$ cat src/pkg/hmr_defs.svh
// Constants for the host MAC address, hash and PHY management register bank.
// Assumes a 250 MHz register clock and a 32-bit AXI4-Lite register bus.
`ifndef HMR_DEFS_SVH
`define HMR_DEFS_SVH

// ----------------------------------------------------------------------------
// Register indices (byte address is four times the index)
// ----------------------------------------------------------------------------
`define HMR_IDX_ADDR_HIGH      6'h02
`define HMR_IDX_ADDR_LOW       6'h03
`define HMR_IDX_HASH_HIGH      6'h04
`define HMR_IDX_HASH_LOW       6'h05
`define HMR_IDX_MGMT_ACCESS    6'h06
`define HMR_IDX_MGMT_DATA      6'h07
`define HMR_IDX_HOST_CONTROL   6'h0A

// ----------------------------------------------------------------------------
// Field positions
// ----------------------------------------------------------------------------
`define HMR_ACC_PHY_MSB        15
`define HMR_ACC_PHY_LSB        11
`define HMR_ACC_IDX_MSB        10
`define HMR_ACC_IDX_LSB        6
`define HMR_ACC_WNR_BIT        1
`define HMR_ACC_BUSY_BIT       0
`define HMR_CTL_PASS_ALL_BIT   0

// ----------------------------------------------------------------------------
// Reset values
// ----------------------------------------------------------------------------
`define HMR_RST_ADDR_HIGH      16'hFFFF
`define HMR_RST_ADDR_LOW       32'h0FFFFFFF
`define HMR_RST_HASH           32'h00000000
`define HMR_RST_MGMT_DATA      16'h0000

// ----------------------------------------------------------------------------
// Serial loader byte addresses
// ----------------------------------------------------------------------------
`define HMR_EE_ADDR_LOW_B0     8'h01
`define HMR_EE_ADDR_LOW_B3     8'h04
`define HMR_EE_ADDR_HIGH_B0    8'h05
`define HMR_EE_ADDR_HIGH_B1    8'h06

// ----------------------------------------------------------------------------
// Timing
// ----------------------------------------------------------------------------
`define HMR_CLK_PERIOD_NS      4
`define HMR_MDC_MIN_PERIOD_NS  400
`define HMR_MDC_HALF_CYC       ((`HMR_MDC_MIN_PERIOD_NS / 2 + `HMR_CLK_PERIOD_NS - 1) / `HMR_CLK_PERIOD_NS)
`define HMR_MGMT_FRAME_BITS    64
`define HMR_MGMT_TA_BIT        46
`define HMR_MGMT_DATA_BIT      48
`define HMR_CRC_POLY           32'h04C11DB7
`define HMR_AXI_OKAY           2'h0
`define HMR_AXI_SLVERR         2'h2

`endif

$ cat src/pkg/hmr_pkg.sv
// Types for the host MAC address, hash and PHY management register bank.
// Assumes the constants header is compiled alongside.
`default_nettype none
package hmr_pkg;

	// ------------------------------------------------------------------------
	// Management engine states
	// ------------------------------------------------------------------------
	typedef enum logic {MG_IDLE, MG_SHIFT} hmr_mgmt_e;

	// Byte written by the power-on serial loader.
	typedef struct packed {
		logic       valid;
		logic [7:0] addr;
		logic [7:0] data;
	} hmr_ee_wr_s;

	// Destination address of a multicast frame from the fabric.
	typedef struct packed {
		logic        valid;
		logic [47:0] da;
	} hmr_mc_req_s;

	// Filter verdict for one frame.
	typedef struct packed {
		logic valid;
		logic accept;
	} hmr_mc_res_s;

	// Whole state of the register bank.
	typedef struct packed {
		logic [15:0] addr_hi;
		logic [31:0] addr_lo;
		logic [31:0] hash_hi;
		logic [31:0] hash_lo;
		logic [4:0]  target_phy_address;
		logic [4:0]  reg_idx;
		logic        wnr;
		logic        busy;
		logic [15:0] mdata;
		logic        pass_all;
		logic        aw_got;
		logic [5:0]  aw_idx;
		logic        w_got;
		logic [31:0] wdata;
		logic [3:0]  wstrb;
		logic        awready;
		logic        wready;
		logic        bvalid;
		logic [1:0]  bresp;
		logic        arready;
		logic        rvalid;
		logic [31:0] rdata;
		logic [1:0]  rresp;
		hmr_mgmt_e   mg;
		logic [5:0]  div;
		logic [5:0]  bitn;
		logic [63:0] shift;
		logic [15:0] rx;
		logic        mdc;
		logic        mdio_o;
		logic        mdio_oe_n;
		hmr_mc_res_s mc;
	} hmr_state_s;

endpackage
`default_nettype wire

$ cat src/hmr_regs.sv
// Host MAC station address, multicast hash filter and PHY management bank.
// Assumes an AXI4-Lite master, a serial loader that writes address bytes at
// power-on, and an internal PHY reached over a clause 22 management pin pair.
//
// Operation
// - Address high holds bits 47:32, resets FFFF.
// - Loader bytes 05h,06h fill address high.
// - Address low holds 31:0, printed reset value.
// - Loader bytes 01h..04h fill address low.
// - Six-bit hash selects word and bit.
// - Hash bit one accepts, zero rejects.
// - Pass-all-multicast accepts every multicast frame.
// - Hash table high/low words, reset zero.
// - Filter judges only fabric-to-host frames.
// - Access register: PHY address, register index.
// - Direction bit: one writes, zero reads.
// - Busy bit set by software, hardware clears.
// - Data register stable during transfer.
// - Data register holds 16 bits, reset zero.
//
// Design decision made here: register access over AXI4-Lite.
`timescale 1ns/1ps
`default_nettype none
`include "hmr_defs.svh"

module hmr_regs
	import hmr_pkg::*;
(
	input  wire logic        ref_clk,
	input  wire logic        rstn,
	input  wire logic        ce,
	input  wire logic [7:0]  s_axi_awaddr,
	input  wire logic        s_axi_awvalid,
	output logic             s_axi_awready,
	input  wire logic [31:0] s_axi_wdata,
	input  wire logic [3:0]  s_axi_wstrb,
	input  wire logic        s_axi_wvalid,
	output logic             s_axi_wready,
	output logic [1:0]       s_axi_bresp,
	output logic             s_axi_bvalid,
	input  wire logic        s_axi_bready,
	input  wire logic [7:0]  s_axi_araddr,
	input  wire logic        s_axi_arvalid,
	output logic             s_axi_arready,
	output logic [31:0]      s_axi_rdata,
	output logic [1:0]       s_axi_rresp,
	output logic             s_axi_rvalid,
	input  wire logic        s_axi_rready,
	input  wire hmr_ee_wr_s  ee_wr,
	input  wire hmr_mc_req_s mc_req,
	output hmr_mc_res_s      mc_res,
	output logic             mdc,
	output logic             mdio_o,
	output logic             mdio_oe_n,
	input  wire logic        mdio_i
);

	// ------------------------------------------------------------------------
	// State and helpers
	// ------------------------------------------------------------------------
	hmr_state_s st_r;                  // Registered state of the whole bank.
	hmr_state_s st_nxt;                // Next value of the state.
	logic [5:0] ar_idx;                // Word index of the read address.
	logic [5:0] mc_hash;               // Hash of the offered destination address.
	logic [63:0] hash_tbl;             // Both hash words side by side.

	// Merge a write into an old word, one byte lane per strobe bit.
	function automatic logic [31:0] merge(input logic [31:0] old, input logic [31:0] nw,
		input logic [3:0] strb);
		logic [31:0] res;
		res = old;
		for (int i = 0; i < 4; i++)
		begin
			if (strb[i])
			begin
				res[i*8 +: 8] = nw[i*8 +: 8];
			end
		end
		return res;
	endfunction

	// CRC-32 of the destination address, first transmitted bit first.
	// The hash is the six most significant bits of the running remainder.
	function automatic logic [5:0] da_hash(input logic [47:0] da);
		logic [31:0] crc;
		crc = 32'hFFFFFFFF;
		for (int i = 0; i < 48; i++)
		begin
			if (crc[31] ^ da[i])
			begin
				crc = {crc[30:0], 1'b0} ^ `HMR_CRC_POLY;
			end
			else
			begin
				crc = {crc[30:0], 1'b0};
			end
		end
		return crc[31:26];
	endfunction

	assign ar_idx   = s_axi_araddr[7:2];
	assign mc_hash  = da_hash(mc_req.da);
	assign hash_tbl = {st_r.hash_hi, st_r.hash_lo};

	// ------------------------------------------------------------------------
	// Next-state logic
	// ------------------------------------------------------------------------
	// One process computes every register so that the bus, the loader and the
	// management engine see one consistent order of priority.
	always_comb
	begin
		logic [31:0] acc_new;
		logic [31:0] data_new;
		logic        do_write;
		acc_new  = 32'h00000000;
		data_new = 32'h00000000;
		do_write = 1'b0;
		st_nxt   = st_r;

		// Write address and data are taken independently, in either order.
		if (s_axi_awvalid && st_r.awready)
		begin
			st_nxt.aw_got  = 1'b1;
			st_nxt.aw_idx  = s_axi_awaddr[7:2];
			st_nxt.awready = 1'b0;
		end
		if (s_axi_wvalid && st_r.wready)
		begin
			st_nxt.w_got  = 1'b1;
			st_nxt.wdata  = s_axi_wdata;
			st_nxt.wstrb  = s_axi_wstrb;
			st_nxt.wready = 1'b0;
		end

		// Both halves held: perform the write and raise the response.
		if (st_r.aw_got && st_r.w_got && !st_r.bvalid)
		begin
			do_write      = 1'b1;
			st_nxt.aw_got = 1'b0;
			st_nxt.w_got  = 1'b0;
			st_nxt.bvalid = 1'b1;
			st_nxt.bresp  = `HMR_AXI_OKAY;
		end

		// Response taken: reopen both channels for the next write.
		if (st_r.bvalid && s_axi_bready)
		begin
			st_nxt.bvalid  = 1'b0;
			st_nxt.awready = 1'b1;
			st_nxt.wready  = 1'b1;
		end

		// Register writes; reserved bits are simply not stored.
		if (do_write)
		begin
			unique case (st_r.aw_idx)
				`HMR_IDX_ADDR_HIGH:
				begin
					st_nxt.addr_hi = 16'(merge({16'h0000, st_r.addr_hi}, st_r.wdata,
						st_r.wstrb));
				end
				`HMR_IDX_ADDR_LOW:
				begin
					st_nxt.addr_lo = merge(st_r.addr_lo, st_r.wdata, st_r.wstrb);
				end
				`HMR_IDX_HASH_HIGH:
				begin
					st_nxt.hash_hi = merge(st_r.hash_hi, st_r.wdata, st_r.wstrb);
				end
				`HMR_IDX_HASH_LOW:
				begin
					st_nxt.hash_lo = merge(st_r.hash_lo, st_r.wdata, st_r.wstrb);
				end
				`HMR_IDX_MGMT_ACCESS:
				begin
					// Writes while a transfer runs are dropped so the frame
					// in flight keeps its address and direction.
					if (!st_r.busy)
					begin
						acc_new = merge({16'h0000, st_r.target_phy_address, st_r.reg_idx, 4'h0,
							st_r.wnr, 1'b0}, st_r.wdata, st_r.wstrb);
						st_nxt.target_phy_address = acc_new[`HMR_ACC_PHY_MSB:`HMR_ACC_PHY_LSB];
						st_nxt.reg_idx  = acc_new[`HMR_ACC_IDX_MSB:`HMR_ACC_IDX_LSB];
						st_nxt.wnr      = acc_new[`HMR_ACC_WNR_BIT];
						st_nxt.busy     = acc_new[`HMR_ACC_BUSY_BIT];
					end
				end
				`HMR_IDX_MGMT_DATA:
				begin
					// Held stable for the whole transfer.
					if (!st_r.busy)
					begin
						data_new     = merge({16'h0000, st_r.mdata}, st_r.wdata, st_r.wstrb);
						st_nxt.mdata = data_new[15:0];
					end
				end
				`HMR_IDX_HOST_CONTROL:
				begin
					if (st_r.wstrb[0])
					begin
						st_nxt.pass_all = st_r.wdata[`HMR_CTL_PASS_ALL_BIT];
					end
				end
				default:
				begin
					st_nxt.bresp = `HMR_AXI_SLVERR;
				end
			endcase
		end

		// Loader bytes land after any bus write of the same cycle; software
		// is expected to stay away from the address until loading ends.
		if (ee_wr.valid)
		begin
			if (ee_wr.addr >= `HMR_EE_ADDR_LOW_B0 && ee_wr.addr <= `HMR_EE_ADDR_LOW_B3)
			begin
				st_nxt.addr_lo[(ee_wr.addr - `HMR_EE_ADDR_LOW_B0) * 8 +: 8] = ee_wr.data;
			end
			if (ee_wr.addr == `HMR_EE_ADDR_HIGH_B0)
			begin
				st_nxt.addr_hi[7:0] = ee_wr.data;
			end
			if (ee_wr.addr == `HMR_EE_ADDR_HIGH_B1)
			begin
				st_nxt.addr_hi[15:8] = ee_wr.data;
			end
		end

		// Read channel: one beat answered the cycle after the address.
		if (s_axi_arvalid && st_r.arready)
		begin
			st_nxt.arready = 1'b0;
			st_nxt.rvalid  = 1'b1;
			st_nxt.rresp   = `HMR_AXI_OKAY;
			unique case (ar_idx)
				`HMR_IDX_ADDR_HIGH:    st_nxt.rdata = {16'h0000, st_r.addr_hi};
				`HMR_IDX_ADDR_LOW:     st_nxt.rdata = st_r.addr_lo;
				`HMR_IDX_HASH_HIGH:    st_nxt.rdata = st_r.hash_hi;
				`HMR_IDX_HASH_LOW:     st_nxt.rdata = st_r.hash_lo;
				`HMR_IDX_MGMT_ACCESS:  st_nxt.rdata = {16'h0000, st_r.target_phy_address, st_r.reg_idx,
					4'h0, st_r.wnr, st_r.busy};
				`HMR_IDX_MGMT_DATA:    st_nxt.rdata = {16'h0000, st_r.mdata};
				`HMR_IDX_HOST_CONTROL: st_nxt.rdata = {31'h00000000, st_r.pass_all};
				default:
				begin
					st_nxt.rdata = 32'h00000000;
					st_nxt.rresp = `HMR_AXI_SLVERR;
				end
			endcase
		end
		if (st_r.rvalid && s_axi_rready)
		begin
			st_nxt.rvalid  = 1'b0;
			st_nxt.arready = 1'b1;
		end

		// Multicast verdict for frames the fabric hands to the host MAC.
		st_nxt.mc.valid  = mc_req.valid;
		st_nxt.mc.accept = mc_req.valid && (st_r.pass_all || hash_tbl[mc_hash]);

		// Management engine.
		unique case (st_r.mg)
			MG_IDLE:
			begin
				// A start request written this cycle launches next cycle.
				if (st_r.busy)
				begin
					st_nxt.mg        = MG_SHIFT;
					st_nxt.div       = 6'h00;
					st_nxt.bitn      = 6'h00;
					st_nxt.mdc       = 1'b0;
					st_nxt.shift     = {32'hFFFFFFFF, 2'b01,
						st_r.wnr ? 2'b01 : 2'b10, st_r.target_phy_address, st_r.reg_idx,
						st_r.wnr ? 2'b10 : 2'b11,
						st_r.wnr ? st_r.mdata : 16'hFFFF};
					st_nxt.mdio_o    = 1'b1;
					st_nxt.mdio_oe_n = 1'b0;
				end
			end
			MG_SHIFT:
			begin
				if (st_r.div == 6'(`HMR_MDC_HALF_CYC - 1))
				begin
					st_nxt.div = 6'h00;
					st_nxt.mdc = !st_r.mdc;
					if (!st_r.mdc)
					begin
						// Rising edge: the PHY's data bits are sampled.
						if (!st_r.wnr && st_r.bitn >= 6'(`HMR_MGMT_DATA_BIT))
						begin
							st_nxt.rx = {st_r.rx[14:0], mdio_i};
						end
					end
					else if (st_r.bitn == 6'(`HMR_MGMT_FRAME_BITS - 1))
					begin
						// Last falling edge: release the pin and finish.
						st_nxt.mg        = MG_IDLE;
						st_nxt.busy      = 1'b0;
						st_nxt.mdio_oe_n = 1'b1;
						st_nxt.mdio_o    = 1'b1;
						if (!st_r.wnr)
						begin
							st_nxt.mdata = st_r.rx;
						end
					end
					else
					begin
						// Falling edge: present the next bit, or let go of
						// the pin from turnaround onward on a read.
						st_nxt.bitn      = st_r.bitn + 6'h01;
						st_nxt.shift     = {st_r.shift[62:0], 1'b0};
						st_nxt.mdio_o    = st_r.shift[62];
						st_nxt.mdio_oe_n = !st_r.wnr &&
							(st_r.bitn + 6'h01 >= 6'(`HMR_MGMT_TA_BIT));
					end
				end
				else
				begin
					st_nxt.div = st_r.div + 6'h01;
				end
			end
		endcase
	end

	// ------------------------------------------------------------------------
	// State register
	// ------------------------------------------------------------------------
	// Synchronous reset; the clock enable freezes everything while low.
	always_ff @(posedge ref_clk)
	begin
		if (!rstn)
		begin
			st_r           <= '0;
			st_r.addr_hi   <= `HMR_RST_ADDR_HIGH;
			st_r.addr_lo   <= `HMR_RST_ADDR_LOW;
			st_r.hash_hi   <= `HMR_RST_HASH;
			st_r.hash_lo   <= `HMR_RST_HASH;
			st_r.mdata     <= `HMR_RST_MGMT_DATA;
			st_r.awready   <= 1'b1;
			st_r.wready    <= 1'b1;
			st_r.arready   <= 1'b1;
			st_r.mg        <= MG_IDLE;
			st_r.mdio_o    <= 1'b1;
			st_r.mdio_oe_n <= 1'b1;
		end
		else if (ce)
		begin
			st_r <= st_nxt;
		end
	end

	// ------------------------------------------------------------------------
	// Outputs, all straight from the state register
	// ------------------------------------------------------------------------
	assign s_axi_awready = st_r.awready;
	assign s_axi_wready  = st_r.wready;
	assign s_axi_bvalid  = st_r.bvalid;
	assign s_axi_bresp   = st_r.bresp;
	assign s_axi_arready = st_r.arready;
	assign s_axi_rvalid  = st_r.rvalid;
	assign s_axi_rdata   = st_r.rdata;
	assign s_axi_rresp   = st_r.rresp;
	assign mc_res        = st_r.mc;
	assign mdc           = st_r.mdc;
	assign mdio_o        = st_r.mdio_o;
	assign mdio_oe_n     = st_r.mdio_oe_n;

endmodule // hmr_regs
`default_nettype wire

$ cat config.mk
export PLATFORM = sky130hd
export DESIGN_NAME = hmr_regs
export DESIGN_NICKNAME = d
export VERILOG_FILES = /design/src/pkg/hmr_pkg.sv /design/src/hmr_regs.sv
export VERILOG_INCLUDE_DIRS = /design/src /design/src/pkg
export SDC_FILE = /design/constraint.sdc
export NUM_CORES = 1
export LEC_CHECK = 0
export ABC_CLOCK_PERIOD_IN_PS = 7400
export BUFFER_PORTS_ARGS = -buffer_cell sky130_fd_sc_hd__buf_2
export CAP_MARGIN = 20
export CELL_PAD_IN_SITES_DETAIL_PLACEMENT = 2
export CELL_PAD_IN_SITES_GLOBAL_PLACEMENT = 2
export CORE_UTILIZATION = 38
export CTS_BUF_LIST = sky130_fd_sc_hd__clkbuf_8
export DETAILED_ROUTE_END_ITERATION = 10
export PLACE_DENSITY = 0.88
export SYNTH_ARGS = -nofsm -noshare
export SYNTH_HDL_FRONTEND = slang
export SYNTH_SLANG_ARGS = --single-unit
$ cat constraint.sdc
create_clock -name ref_clk -period 7.4 [get_ports ref_clk]
set_input_delay 1.11 -clock ref_clk [delete_from_list [all_inputs] [get_ports ref_clk]]
set_output_delay 1.11 -clock ref_clk [all_outputs]
set_load 0.05 [all_outputs]
==> results.py <==
metrics = {
    "run_status": {
        "status": "finished, violations left",
        "violations": "DRC",
    },
    "drt": {
        "vias": 16500,
        "wl_per_cell_um": 24.5,
        "viasPerCell": 5.82,
        "totalWireLength_um": 69400,
        "drtIter0Drc": 1219,
        "drc": 16,
        "drt_pre_antenna_iters": 10,
        "drtAntennaViolNets": 0,
    },
    "setup_path": {
        "crit_buf_inv": 2,
        "worst-path-stages": 16,
        "crit_path_frequent_cell": "xnor3_1",
        "slowest_stage": "xnor2_4",
        "critPathKind": "input port to flop",
        "cp.required_ns": 7.95,
        "start_kind": "input port",
        "critPathMaxFanout": 12,
        "end_kind": "flop",
        "worstPathArrival_ns": 6.60,
        "crit_family": "XOR/XNOR gates",
        "r2r_end": "st_r[36]",
        "crit_path_cell_trace": "buf_2, xnor3_1, xor3_1, xnor3_1, xnor3_1, xnor3_2, xnor3_2, xnor2_4, xnor2_4, buf_4, mux2i_1, nor2_1, or4_1, a21oi_1, a2111oi_0, or3_1",
        "ff2ff_path_depth": 8,
        "r2r_slack_ns": 3.62,
        "reg2reg_from": "st_r[97]",
        "slowest_delay_ns": 0.60,
    },
    "logic_synthesis": {
        "yosysWarnings": 0,
        "yosysSeqAreaShare_pct": 35.7,
        "ys_async_sr_fraction_pct": 0,
        "synth_area_leaders": "dfxtp_1 36%, nand2_1 7.2%, xnor2_1 6.4%",
        "ys_ff_latch": 322,
        "syn_inst": 2114,
        "synth_area_per_cell_um2": 8.54,
        "synth_top_area_share_pct": 35.7,
        "synth.most_common_cell": "nand2_1",
        "yosys.area.top_type": "dfxtp_1",
        "syn_nets": 2257,
        "synth-edff-count": 0,
        "yosys-top-cells-count": "346 x nand2_1, 322 x dfxtp_1, 131 x xnor2_1",
        "synth-main-ff-cell": "dfxtp_1",
        "ys_types": 66,
        "synth.cell_area_um2": 18100,
    },
    "grt": {
        "grt_pass1_vias": 17700,
        "grt_pass1_wl_um": 107000,
        "grt_use_total_pct": 28.6,
        "grt.overflow.total": 0,
        "grt_max_degree": 240,
        "grt_antenna_before_repair": 0,
    },
    "die": {
        "initial_utilization_pct": 38.6,
        "die_h_um": 220,
        "std_cell_rows": 79,
        "core_um2": 46800,
        "dieArea_um2": 48400,
        "io_pins": 173,
        "die_w_um": 220,
    },
    "cts": {
        "post_cts_resize_count": 0,
        "clockBufferDepth": 3,
        "path_clk_slew_ns": 0.06,
        "worstSkewPairLatency_ns": 0.68,
        "cts_root_buf": "clkbuf_8",
        "holdBufCountCts": 0,
        "cts-htree-levels": 2,
        "postCtsSetupRepairBufs": 0,
        "numCtsBuffers": 57,
        "cts_tree": "done",
        "clock_sinks": 322,
    },
    "job": {
        "drv_cap": 0,
    },
    "cells_and_area": {
        "drive_gt1_share_pct": 14.5,
        "nets": 2323,
        "area_growth_pct": 12.2,
    },
    "placed_design": {
        "dpl_worst_slack_ns": 0.838,
        "place_hpwl_um": 47900,
        "gp_congestion": 0.903,
        "port-buffer-count": 166,
    },
    "sta": {
        "whs_ns": 0.466,
        "fmax_mhz": 165,
        "rsz0062_at_grt": "false",
        "drv_slew": 0,
        "finalClockSkew_ns": 0.0303,
        "setup_tns_ns": 0,
        "hold_viol_final": 0,
        "fin_crit_sh_pct": 81.8,
        "post-route-min-period_ns": 6.05,
        "slew_headroom_pct": 25.8,
        "worst_pin_slew_ns": 1.11,
        "setup_slack_ns": 1.35,
        "finalSetupViolCount": 0,
    },
    "worst_hold_path": {
        "hp-class": "flop to flop",
        "hold_path_end": "st_r[182]",
        "hold_path_startpoint": "st_r[182]",
        "whs_path_depth": 2,
    },
}
-- sequential cells by signal, summed over array words and instances, names as in the netlist, named ones only --
| register | count |
|---|---|
| s_axi_bvalid | 1 |
| st_r | 213 |
| mdio_o | 1 |
| s_axi_rresp | 1 |
| mdc | 1 |
| s_axi_bresp | 1 |
| s_axi_wready | 1 |
| mc_res | 2 |
| s_axi_rdata | 32 |
| s_axi_awready | 1 |
| s_axi_arready | 1 |
| mdio_oe_n | 1 |
| s_axi_rvalid | 1 |
| hash_tbl | 64 |
-- per-layer routing --
layer  track usage (%)  wire length (um)  vias to the layer above
met5                 0                 0                        -
met2              48.4             33100                      510
met3              4.79              4040                      122
li1                  -                 -                     7533
met4              8.00              1750                        0
met1              37.1             30400                     8286
-- per-stage QoR --
step           area, um^2  std cells  util [%]
6_report            20300       2828      43.4
5_1_grt             20300       2827      43.4
4_1_cts             20300       2826      43.3
3_5_place_dp        19100       2727      40.8
3_3_place_gp        19100       2727      40.8
2_1_floorplan       18100       2114         -
-- cell families (layout without fill, tap and decap cells) --
| group | count (synthesis) | after routing | share of synthesized area (%) |
|---|---|---|---|
| compound gates | 534 | 534 | 20.2 |
| xor+xnor | 221 | 221 | 14.2 |
| fa+ha+maj | 16 | 16 | 1.11 |
| buf+inv | 214 | 320 | 5.36 |
| flops | 322 | 322 | 35.7 |
| mux | 73 | 73 | 4.46 |
| other cells | 1 | 2 | 0.0208 |
| simple gates | 733 | 733 | 19.0 |
-- layout make-up --
cell class / instances / area, um^2
clock inverters: 22 / 128
multi-input cells: 1578 / 10700
fillers: 5100 / 26500
repair buffers: 196 / 1070
diodes: 1 / 2.50
clock buffers: 77 / 1060
inverters: 25 / 93.8
well taps: 607 / 759
flip-flops and latches: 322 / 6450
-- worst reg2reg max path, delay by kind of cell (launching register included) --
family                 cells  cell delay, ns
AO/OA/AOI/OAI              3            1.50
AND/OR/NAND/NOR            4            0.93
buffers and inverters      1            0.68
flip-flops                 1            0.57
-- worst max path at each step --
| stage | from | to | slack, ns |
|---|---|---|---|
| 6_report | mc_req[3] | mc_res[0] | 1.35 |
| 5_1_grt | mc_req[3] | mc_res[0] | 1.24 |
| 4_1_cts | mc_req[3] | mc_res[0] | 1.42 |
| 3_5_place_dp | mc_req[3] | mc_res[0] | 0.84 |
| 3_3_place_gp | mc_req[3] | mc_res[0] | 0.98 |
| 2_1_floorplan | mc_req[0] | mc_res[0] | 1.68 |
-- layout by cell type, fill, tap and decap left out, types with 38 or more instances in the layout --
cell type	instances
a21oi_1	107
o21ai_0	115
clkbuf_8	77
a221oi_1	41
buf_2	165
nor2_1	87
nand3_1	88
a21boi_0	112
xnor2_1	131
nor2b_1	46
o211a_1	49
dfxtp_1	322
mux2i_1	52
nand2_1	346
inv_1	38
xor2_1	45
Power is not shown: default switching activity piles up to over one toggle a cycle in this logic, so the estimate is an artifact.
